File: src/upr_pkg.sv
package upr_pkg;
    // Register map, word addresses on the plain port
    localparam logic [3:0] ADDR_CTRL   = 4'h0;
    localparam logic [3:0] ADDR_CFG    = 4'h1;
    // Control word bit positions
    localparam int RESP_LSB   = 0;
    localparam int BUSY_BIT   = 5;
    localparam int TOG_BIT    = 6;
    localparam int FONE_BIT   = 7;
    localparam int FZERO_BIT  = 8;
    localparam int CLR_BIT    = 9;
    localparam int AUTO_BIT   = 10;
    localparam int PEND_BIT   = 14;
    localparam int STAT_BIT   = 15;
    // Config word bit positions
    localparam int DIR_BIT    = 0;
    localparam int DBL_BIT    = 1;
    localparam int BUFFER_READY_ON_READ_END_BIT   = 2;
    localparam int HOST_BIT   = 3;
    // Response selection codes
    localparam logic [1:0] RESP_NAK    = 2'h0;
    localparam logic [1:0] RESP_BUF    = 2'h1;
    localparam logic [1:0] RESP_STALL2 = 2'h2;
    localparam logic [1:0] RESP_STALL3 = 2'h3;
    // Handshake answers to a function-mode token
    localparam logic [1:0] HS_NAK   = 2'h0;
    localparam logic [1:0] HS_ACK   = 2'h1;
    localparam logic [1:0] HS_STALL = 2'h2;
    localparam logic [1:0] HS_DATA  = 2'h3;
    localparam logic [1:0] ERR_LIMIT = 2'h3;
    localparam logic [15:0] CTRL_RST = 16'h0000;
endpackage : upr_pkg

File: src/upr_plane_mon.sv
`timescale 1ns/100ps
// Tracks filled buffer planes of one pipe
module upr_plane_mon (
    input  wire logic       sys_clk_in,
    input  wire logic       rst_in,
    input  wire logic       clear_in,
    input  wire logic       dbl_in,
    input  wire logic       fill_done_in,
    input  wire logic       sent_done_in,
    output logic      [1:0] planes_out
);
    typedef struct packed {
        logic [1:0] cnt;
    } upr_pm_t;
    upr_pm_t st_reg;
    upr_pm_t st_next;
    logic [1:0] cap;
    always_comb begin
        st_next = st_reg;
        cap = dbl_in ? 2'd2 : 2'd1;
        if (clear_in) begin
            st_next.cnt = 2'd0;
        end else begin
            if (fill_done_in && !sent_done_in && st_reg.cnt < cap)
                st_next.cnt = st_reg.cnt + 2'd1;
            if (sent_done_in && !fill_done_in && st_reg.cnt != 2'd0)
                st_next.cnt = st_reg.cnt - 2'd1;
        end
    end
    always_ff @(posedge sys_clk_in) begin
        if (rst_in)
            st_reg <= '0;
        else
            st_reg <= st_next;
    end
    assign planes_out = st_reg.cnt;
endmodule : upr_plane_mon

File: src/upr_pipe_ctrl.sv
// Design decisions made here: the register addresses and the address-and-strobe port.
`timescale 1ns/100ps
//
// Contract
// - Transmit pipe: pending flag set once a plane is fully written.
// - Pending flag clears when written planes are sent; both in double mode.
// - Receive pipe: pending flag mirrors buffer access status.
// - Host mode: NAK or STALL selection issues no tokens.
// - Host mode: buffer response issues tokens only if bus active and ready.
// - Function mode: NAK selection always answers NAK, auto response or not.
// - Function mode: receive pipe with buffer response ACKs when ready.
// - Function mode: transmit pipe sends data when ready, else NAK.
// - Function mode: STALL selection answers STALL.
// - Writing 1 then 0 to buffer clear resets planes, flags, error count.
// - Transmit status: 1 while writable, 0 once written; no read-end flag.
// - Receive status: 1 while readable; with read-end flag drops on clear.
// - Response selection resets to NAK; 00 NAK, 01 buffer, 1x STALL.
// - Oversize data packet forces response selection to STALL 11 unless a function mode bus reset comes in the same cycle.
// - Function mode bus reset forces response selection to NAK.
// - Host: three receive errors force NAK; STALL handshake forces 11.
// - Busy flag rises at transaction start, falls at its completion.
// - Toggle flips on completion, holds on receive data PID mismatch.
// - Force-one/zero bits set DATA1/DATA0 and always read zero.
// - Auto response bulk IN: zero-length packets, toggle on ACK, no events.
// - Auto response bulk OUT: NAK and raise not-ready event.
//
module upr_pipe_ctrl (
    input  wire logic        sys_clk_in,
    input  wire logic        rst_in,
    // Register port
    input  wire logic [3:0]  reg_addr_in,
    input  wire logic [15:0] reg_wdata_in,
    input  wire logic        reg_wr_in,
    input  wire logic        reg_rd_in,
    output logic      [15:0] reg_rdata_out,
    // Buffer side
    input  wire logic        fill_done_in,
    input  wire logic        sent_done_in,
    input  wire logic        read_done_in,
    input  wire logic        buffer_clear_cmd_in,
    output logic             buffer_clear_out,
    // Link side
    input  wire logic        host_bus_active_in,
    input  wire logic        bus_reset_in,
    input  wire logic        token_in,
    input  wire logic        trans_done_in,
    input  wire logic        rx_pid_in,
    input  wire logic        rx_error_in,
    input  wire logic        rx_ok_in,
    input  wire logic        rx_oversize_in,
    input  wire logic        rx_stall_in,
    input  wire logic        bulk_in,
    output logic             token_issue_out,
    output logic             answer_valid_out,
    output logic      [1:0]  answer_out,
    output logic             zero_len_out,
    output logic             not_ready_event_out,
    output logic             buffer_ready_event_out,
    output logic             buffer_empty_event_out
);
    ////////////////////////////////////////////////////////////////////////
    typedef struct packed {
        logic [1:0]  resp;
        logic        busy;
        logic        tog;
        logic        clr;
        logic        auto_rsp;
        logic        dir;
        logic        dbl;
        logic        buffer_ready_on_read_end;
        logic        host;
        logic        rx_hold;
        logic [1:0]  errs;
        logic        ans_v;
        logic [1:0]  ans;
        logic        zlp;
        logic        not_ready_event;
        logic        buffer_ready_event;
        logic        buffer_empty_event;
        logic [15:0] rdata;
    } upr_st_t;

    upr_st_t st_reg;
    upr_st_t st_next;
    logic [1:0] planes;
    logic       clear_pulse;
    logic       pending;
    logic       status;
    logic       ready;
    logic       wr_ctrl;
    logic       wr_cfg;
    localparam logic [1:0] ERR_LAST = upr_pkg::ERR_LIMIT - 2'd1;

    ////////////////////////////////////////////////////////////////////////
    // Falling edge of the clear bit empties the buffer state
    assign clear_pulse = wr_ctrl && st_reg.clr
                         && !reg_wdata_in[upr_pkg::CLR_BIT];

    upr_plane_mon u_plane_mon (
        .sys_clk_in   (sys_clk_in),
        .rst_in       (rst_in),
        .clear_in     (clear_pulse),
        .dbl_in       (st_reg.dbl),
        .fill_done_in (fill_done_in && st_reg.dir),
        .sent_done_in (sent_done_in && st_reg.dir),
        .planes_out   (planes)
    );

    assign wr_ctrl = reg_wr_in && reg_addr_in == upr_pkg::ADDR_CTRL;
    assign wr_cfg  = reg_wr_in && reg_addr_in == upr_pkg::ADDR_CFG;

    ////////////////////////////////////////////////////////////////////////
    always_comb begin
        // status by direction and double-plane mode
        if (st_reg.dir)
            status = st_reg.dbl ? (planes != 2'd2) : (planes == 2'd0);
        else
            status = st_reg.rx_hold;
        pending = st_reg.dir ? (planes != 2'd0) : status;
        ready = st_reg.dir ? pending : !st_reg.rx_hold;
    end

    always_comb begin
        st_next = st_reg;
        st_next.ans_v = 1'b0;
        st_next.zlp   = 1'b0;
        st_next.not_ready_event  = 1'b0;
        st_next.buffer_ready_event  = 1'b0;
        st_next.buffer_empty_event  = 1'b0;
        st_next.rdata = 16'h0000;
        // Register writes
        if (wr_ctrl) begin
            st_next.resp     = reg_wdata_in[upr_pkg::RESP_LSB +: 2];
            st_next.clr      = reg_wdata_in[upr_pkg::CLR_BIT];
            st_next.auto_rsp = reg_wdata_in[upr_pkg::AUTO_BIT];
            if (reg_wdata_in[upr_pkg::FONE_BIT])
                st_next.tog = 1'b1;
            else if (reg_wdata_in[upr_pkg::FZERO_BIT])
                st_next.tog = 1'b0;
        end
        if (wr_cfg) begin
            st_next.dir  = reg_wdata_in[upr_pkg::DIR_BIT];
            st_next.dbl  = reg_wdata_in[upr_pkg::DBL_BIT];
            st_next.buffer_ready_on_read_end = reg_wdata_in[upr_pkg::BUFFER_READY_ON_READ_END_BIT];
            st_next.host = reg_wdata_in[upr_pkg::HOST_BIT];
        end
        // Receive buffer holding data
        if (!st_reg.dir) begin
            if (rx_ok_in)
                st_next.rx_hold = 1'b1;
            else if (st_reg.buffer_ready_on_read_end ? buffer_clear_cmd_in : read_done_in)
                st_next.rx_hold = 1'b0;
        end
        if (clear_pulse) begin
            if (!rx_ok_in || st_reg.dir)
                st_next.rx_hold = 1'b0;
            st_next.errs = 2'd0;
        end
        // Function mode token answer
        if (token_in && !st_reg.host) begin
            st_next.ans_v = 1'b1;
            st_next.busy  = 1'b1;
            case (st_reg.resp)
                upr_pkg::RESP_NAK: begin
                    st_next.ans = upr_pkg::HS_NAK;
                end
                upr_pkg::RESP_BUF: begin
                    if (st_reg.auto_rsp && bulk_in && st_reg.dir) begin
                        st_next.ans = upr_pkg::HS_DATA;
                        st_next.zlp = 1'b1;
                    end else if (st_reg.auto_rsp && bulk_in) begin
                        st_next.ans  = upr_pkg::HS_NAK;
                        st_next.not_ready_event = 1'b1;
                    end else if (st_reg.dir) begin
                        st_next.ans = ready ? upr_pkg::HS_DATA
                                            : upr_pkg::HS_NAK;
                        st_next.not_ready_event = !ready;
                    end else begin
                        st_next.ans = !st_reg.rx_hold ? upr_pkg::HS_ACK
                                                      : upr_pkg::HS_NAK;
                        st_next.not_ready_event = st_reg.rx_hold;
                    end
                end
                default: begin
                    st_next.ans = upr_pkg::HS_STALL;
                end
            endcase
        end
        if (st_reg.host && token_issue_out)
            st_next.busy = 1'b1;
        // Completion of one transaction
        if (trans_done_in && st_reg.busy) begin
            st_next.busy = token_in && !st_reg.host;
            if (st_reg.dir || rx_pid_in == st_reg.tog)
                st_next.tog = !st_reg.tog;
            if (!st_reg.auto_rsp) begin
                st_next.buffer_ready_event = st_reg.dir ? 1'b0 : 1'b1;
                st_next.buffer_empty_event = st_reg.dir;
            end
        end
        // Host receive errors and handshakes, then oversize and function mode bus reset overrides
        if (st_reg.host && rx_error_in) begin
            st_next.errs = st_reg.errs + 2'd1;
            if (st_reg.errs == ERR_LAST)
                st_next.resp = upr_pkg::RESP_NAK;
        end else if (st_reg.host && rx_ok_in) begin
            st_next.errs = 2'd0;
        end
        if (st_reg.host && rx_stall_in)
            st_next.resp = upr_pkg::RESP_STALL3;
        if (rx_oversize_in)
            st_next.resp = upr_pkg::RESP_STALL3;
        if (!st_reg.host && bus_reset_in)
            st_next.resp = upr_pkg::RESP_NAK;
        // Read data, write-only bits read as zero
        if (reg_rd_in && reg_addr_in == upr_pkg::ADDR_CTRL) begin
            st_next.rdata[upr_pkg::RESP_LSB +: 2] = st_reg.resp;
            st_next.rdata[upr_pkg::BUSY_BIT]  = st_reg.busy;
            st_next.rdata[upr_pkg::TOG_BIT]   = st_reg.tog;
            st_next.rdata[upr_pkg::CLR_BIT]   = st_reg.clr;
            st_next.rdata[upr_pkg::AUTO_BIT]  = st_reg.auto_rsp;
            st_next.rdata[upr_pkg::PEND_BIT]  = pending;
            st_next.rdata[upr_pkg::STAT_BIT]  = status;
        end else if (reg_rd_in && reg_addr_in == upr_pkg::ADDR_CFG) begin
            st_next.rdata[upr_pkg::DIR_BIT]  = st_reg.dir;
            st_next.rdata[upr_pkg::DBL_BIT]  = st_reg.dbl;
            st_next.rdata[upr_pkg::BUFFER_READY_ON_READ_END_BIT] = st_reg.buffer_ready_on_read_end;
            st_next.rdata[upr_pkg::HOST_BIT] = st_reg.host;
        end
    end

    always_ff @(posedge sys_clk_in) begin
        if (rst_in)
            st_reg <= '0;
        else
            st_reg <= st_next;
    end

    ////////////////////////////////////////////////////////////////////////
    // Host token gating
    assign token_issue_out = st_reg.host && !st_reg.busy
                             && st_reg.resp == upr_pkg::RESP_BUF
                             && host_bus_active_in
                             && ready;
    assign buffer_clear_out       = clear_pulse;
    assign reg_rdata_out          = st_reg.rdata;
    assign answer_valid_out       = st_reg.ans_v;
    assign answer_out             = st_reg.ans;
    assign zero_len_out           = st_reg.zlp;
    assign not_ready_event_out    = st_reg.not_ready_event;
    assign buffer_ready_event_out = st_reg.buffer_ready_event;
    assign buffer_empty_event_out = st_reg.buffer_empty_event;

    ////////////////////////////////////////////////////////////////////////
    property p_reset_nak;
        @(posedge sys_clk_in) $rose(rst_in) |=> st_reg.resp == 2'h0;
    endproperty
    a_reset_nak: assert property (p_reset_nak)
        else $error("Response not NAK after reset");

    property p_no_token_idle;
        @(posedge sys_clk_in) disable iff (rst_in)
            st_reg.resp != upr_pkg::RESP_BUF |-> !token_issue_out;
    endproperty
    a_no_token_idle: assert property (p_no_token_idle)
        else $error("Token issued without buffer response");

    property p_token_active;
        @(posedge sys_clk_in) disable iff (rst_in)
            token_issue_out |-> host_bus_active_in && st_reg.host;
    endproperty
    a_token_active: assert property (p_token_active)
        else $error("Token issued while bus inactive");

    property p_stall_answer;
        @(posedge sys_clk_in) disable iff (rst_in)
            token_in && !st_reg.host && st_reg.resp[1] && !rx_oversize_in
            |=> answer_valid_out && answer_out == upr_pkg::HS_STALL;
    endproperty
    a_stall_answer: assert property (p_stall_answer)
        else $error("STALL selection did not answer STALL");

    property p_nak_answer;
        @(posedge sys_clk_in) disable iff (rst_in)
            token_in && !st_reg.host && st_reg.resp == upr_pkg::RESP_NAK
            |=> answer_out == upr_pkg::HS_NAK;
    endproperty
    a_nak_answer: assert property (p_nak_answer)
        else $error("NAK selection did not answer NAK");

    property p_tx_data;
        @(posedge sys_clk_in) disable iff (rst_in)
            token_in && !st_reg.host && st_reg.resp == upr_pkg::RESP_BUF
            && st_reg.dir && !st_reg.auto_rsp && pending
            |=> answer_out == upr_pkg::HS_DATA;
    endproperty
    a_tx_data: assert property (p_tx_data)
        else $error("Ready transmit pipe did not send data");

    property p_oversize;
        @(posedge sys_clk_in) disable iff (rst_in)
            rx_oversize_in && !(bus_reset_in && !st_reg.host)
            |=> st_reg.resp == upr_pkg::RESP_STALL3;
    endproperty
    a_oversize: assert property (p_oversize)
        else $error("Oversize packet did not force STALL");

    property p_bus_reset;
        @(posedge sys_clk_in) disable iff (rst_in)
            bus_reset_in && !st_reg.host |=> st_reg.resp == upr_pkg::RESP_NAK;
    endproperty
    a_bus_reset: assert property (p_bus_reset)
        else $error("Bus reset did not force NAK");

    property p_busy_fall;
        @(posedge sys_clk_in) disable iff (rst_in)
            trans_done_in && st_reg.busy && !token_in |=> !st_reg.busy;
    endproperty
    a_busy_fall: assert property (p_busy_fall)
        else $error("Busy flag stuck after completion");

    property p_tog_hold;
        @(posedge sys_clk_in) disable iff (rst_in)
            trans_done_in && st_reg.busy && !st_reg.dir && !wr_ctrl
            && rx_pid_in != st_reg.tog |=> $stable(st_reg.tog);
    endproperty
    a_tog_hold: assert property (p_tog_hold)
        else $error("Toggle moved on data PID mismatch");

    property p_force_read_zero;
        @(posedge sys_clk_in) disable iff (rst_in)
            reg_rd_in |=> !reg_rdata_out[upr_pkg::FONE_BIT]
                          && !reg_rdata_out[upr_pkg::FZERO_BIT];
    endproperty
    a_force_read_zero: assert property (p_force_read_zero)
        else $error("Force bits read as one");

    property p_pend_mirror;
        @(posedge sys_clk_in) disable iff (rst_in)
            !st_reg.dir |-> pending == status;
    endproperty
    a_pend_mirror: assert property (p_pend_mirror)
        else $error("Receive pending differs from status");

    c_zlp:   cover property (@(posedge sys_clk_in) zero_len_out);
    c_stall: cover property (@(posedge sys_clk_in) rx_stall_in && st_reg.host);
    c_clear: cover property (@(posedge sys_clk_in) clear_pulse);
    c_tok:   cover property (@(posedge sys_clk_in) token_issue_out);
endmodule : upr_pipe_ctrl

File: config.mk
export PLATFORM = sky130hd
export DESIGN_NAME = upr_pipe_ctrl
export DESIGN_NICKNAME = d
export VERILOG_FILES = /design/src/upr_pkg.sv /design/src/upr_plane_mon.sv /design/src/upr_pipe_ctrl.sv
export SDC_FILE = /design/constraint.sdc
export NUM_CORES = 1
export LEC_CHECK = 0
export ABC_CLOCK_PERIOD_IN_PS = 1800
export BUFFER_PORTS_ARGS = -buffer_cell sky130_fd_sc_hd__buf_4
export CORE_ASPECT_RATIO = 0.8
export CORE_UTILIZATION = 47
export CTS_CLUSTER_DIAMETER = 60
export DETAILED_ROUTE_END_ITERATION = 10
export GPL_ROUTABILITY_DRIVEN = 0
export PLACE_DENSITY = 0.89
export SYNTH_ARGS = -nofsm -noshare
export SYNTH_HDL_FRONTEND = slang
export SYNTH_SLANG_ARGS = --single-unit
File: constraint.sdc
create_clock -name sys_clk_in -period 1.8 [get_ports sys_clk_in]
set_clock_uncertainty 0.1 [all_clocks]
set_input_delay 0.09 -clock sys_clk_in [delete_from_list [all_inputs] [get_ports sys_clk_in]]
set_output_delay 0.09 -clock sys_clk_in [all_outputs]
set_load 0.02 [all_outputs]
==> results.toml <==
[routing]
firstDrtPassIters = 4
vias = 1301
antenna_left = 0
drt_iter0_markers = 47
drt-vias-per-instance = 5.06
wl_um = 3210
drc = 0
post_drt_wl_per_cell_um = 12.5

[setup_path]
crit_family = "simple AND/OR/NAND/NOR gates"
cp-end-kind = "output pin"
critPathLaunchType = "flip-flop"
cp_slowest_cell = "dfxtp_2"
critPathRequiredTime_ns = 1.61
slowest_delay_ns = 0.38
path_cells = "buf_4 -> and2_1 -> nor4_2 -> buf_4"
crit_type = "reg -> out"
cpMostUsedCell = "buf_4"
cp.arrival_ns = 1.48
path_buf_inv = 2
cp_max_fo = 11

[outcome]
status = "complete, no violations"

[grt]
met3_usage_pct = 8.26
antenna_found_initial = 0
overflow = 0
track_usage_pct = 21.4
grt_first_pass_wirelength_um = 5350
gr-max-usage-layer = "met2"
use_met2_pct = 34.2
grt_pass1_vias = 1220
grt_max_degree = 22
gr-usage-met1_pct = 26.7

[sta]
post-route-period-util_pct = 93.0
min_period_ns = 1.67
rsz0062_at_grt = "no"
clock.fmax_mhz = 597
setup_violations = 0
drv_slew = 0
finalHoldViolations = 0
timing.setup.tns_ns = 0

[placed_design]
io_buffers = 48
dp_hpwl_um = 2250
placed_cell_area_mm2 = 0.00178
dp.cells = 237

[cells_and_area]
drive_gt1_share_pct = 29.7
fin_nets = 258
fin_area_mm2 = 0.00203
antenna_cells = 0
stdcell_count = 257
largest_register_ffs = 12
fin_util_pct = 70.2
area_growth_syn_to_layout_pct = 35.7
fillers = 245

[synth]
synthTopCellsByCount = "dfxtp_1 (32), buf_4 (19), nand2_1 (14), nor2_1 (13), a21oi_1 (10)"
syn_area_per_cell_um2 = 8.91
synth_edf_count = 0
synth_top_area_share_pct = 42.8
synth_top_family_by_area = "simple AND/OR/NAND/NOR gates"
synthAdderAreaFrac_pct = 1.67
ys_types = 36
ys_ff_latch = 32
ys_warn_count = 0
ys_seq_area_share_pct = 42.8
synth_xor_area_share_pct = 0
syn_area_mm2 = 0.00150
synth_area_leaders = "dfxtp_1 (43%), buf_4 (9.5%), mux2i_1 (4.7%)"
synth_top_area_cell = "dfxtp_1"
synthSimpleGateAreaFrac_pct = 24.7
synth-compound-area-share_pct = 13.8
synthFlopType = "dfxtp_1"
synthMuxAreaShare_pct = 4.68
syn_inst = 168
synth_async_sr_flop_share_pct = 0
yosysMostFrequentCell = "dfxtp_1"

[cts]
clkSlewWorstSetupHoldPaths_ns = 0.06
clk_latency_ns = 0.28
h-tree-depth = 2
cts_tree = "built"
cts-root-buf = "clkbuf_8"
clockBufferDepth = 2
postCtsSetupRepairBufs = 0
cts.sinks = 32
cts_inserted_buffers = 5

[floorplan]
die_h_um = 52.5
dieArea_mm2 = 0.00342
io_pins = 63
dieWidth_um = 65.1
rows = 17
start_util_pct = 51.7
core_area_mm2 = 0.00289

[power]
p_per_area_mw_per_mm2 = 806
peakVddDrop_v = 0.000768
p_leak_nw = 0.854

[min_path]
hold_path.class = "in -> reg"

[flow_run]
max_cap_viol_count = 0
## worst register-to-register path, delay by kind of cell, from the launching register on
family / cells / cell delay, ns
adders and majority gates: 1 / 0.17
AOI/OAI and AO/OA: 2 / 0.33
and+or+nand+nor: 2 / 0.39
DFF: 1 / 0.39
buffers and inverters: 1 / 0.06
## placed cells by master, fill, tap and decap left out, types with 2 or more instances in the layout
cell,n
buf_4,50
dfxtp_1,30
nand2_1,14
nor2_1,13
dlygate4sd3_1,12
a21oi_1,10
mux2i_1,7
nand3_1,7
clkbuf_8,7
nand3b_1,6
o21ai_0,6
conb_1,6
inv_1,5
and2_1,5
nand2b_1,4
a211oi_1,4
nor3_1,3
a31oi_1,3
nor3b_1,2
nor4_1,2
and3_1,2
o211ai_1,2
ha_1,2
dfxtp_2,2
## timing repair
item,4_1_cts,5_1_grt
endpoints found under the hold margin,14,0
resized for setup,1,2
hold buffers,12,0
endpoints found under the setup margin,1,1
gates cloned,0,0
## per-layer routing
metal / share of wire, % / wire length, um
met1: 47 / 1510
met3: 6.2 / 198
met5: 0 / 0
met2: 46 / 1480
met4: 0.65 / 21
## cell families (layout without fill, tap and decap cells)
kind of cell,after synthesis,after routing
fa+ha+maj,2,2
other cells,1,6
buf+inv,29,75
simple gates,65,65
compound gates,32,32
flops,32,32
mux,7,7
## report_power, final
group | switching [mW] | internal [mW] | leakage, nW | total (mW)
Combinational | 0.0741 | 0.0881 | 0.529 | 0.162
Sequential | 0.0124 | 0.721 | 0.261 | 0.734
Clock | 0.253 | 0.488 | 0.0645 | 0.741
## worst paths after layout
kind	cells past startpoint	slack [ns]	from	to
max	4	0.13	st_reg[29]	token_issue_out
min	3	0.02	rx_stall_in	st_reg[35]
max reg2reg	6	0.27	st_reg[28]	u_plane_mon.planes_out[0]
min reg2reg	2	0.40	st_reg[27]	st_reg[27]
## layout make-up
cell class              count  area, um^2  area share, %
repair buffers             62         495           24.4
clock inverters             1        30.0           1.48
inverters                   5        18.8          0.924
multi-input cells         112         699           34.4
clock buffers               7        96.3           4.74
flip-flops and latches     32         643           31.7
well taps                  38        47.5           2.34
## metrics by stage
stage | setup WS, ns | power, mW | hold WS [ns]
2_1_floorplan | 0.0113 | 0.825 | 0.128
3_3_place_gp | 0.287 | 0.885 | 0.229
3_5_place_dp | 0.264 | 0.889 | 0.236
4_1_cts | 0.0401 | 1.64 | 0.0172
5_1_grt | 0.0322 | 1.70 | 0.0182
6_report | 0.126 | 1.64 | 0.0180
Note: power is estimated with default switching activity, not from simulation.
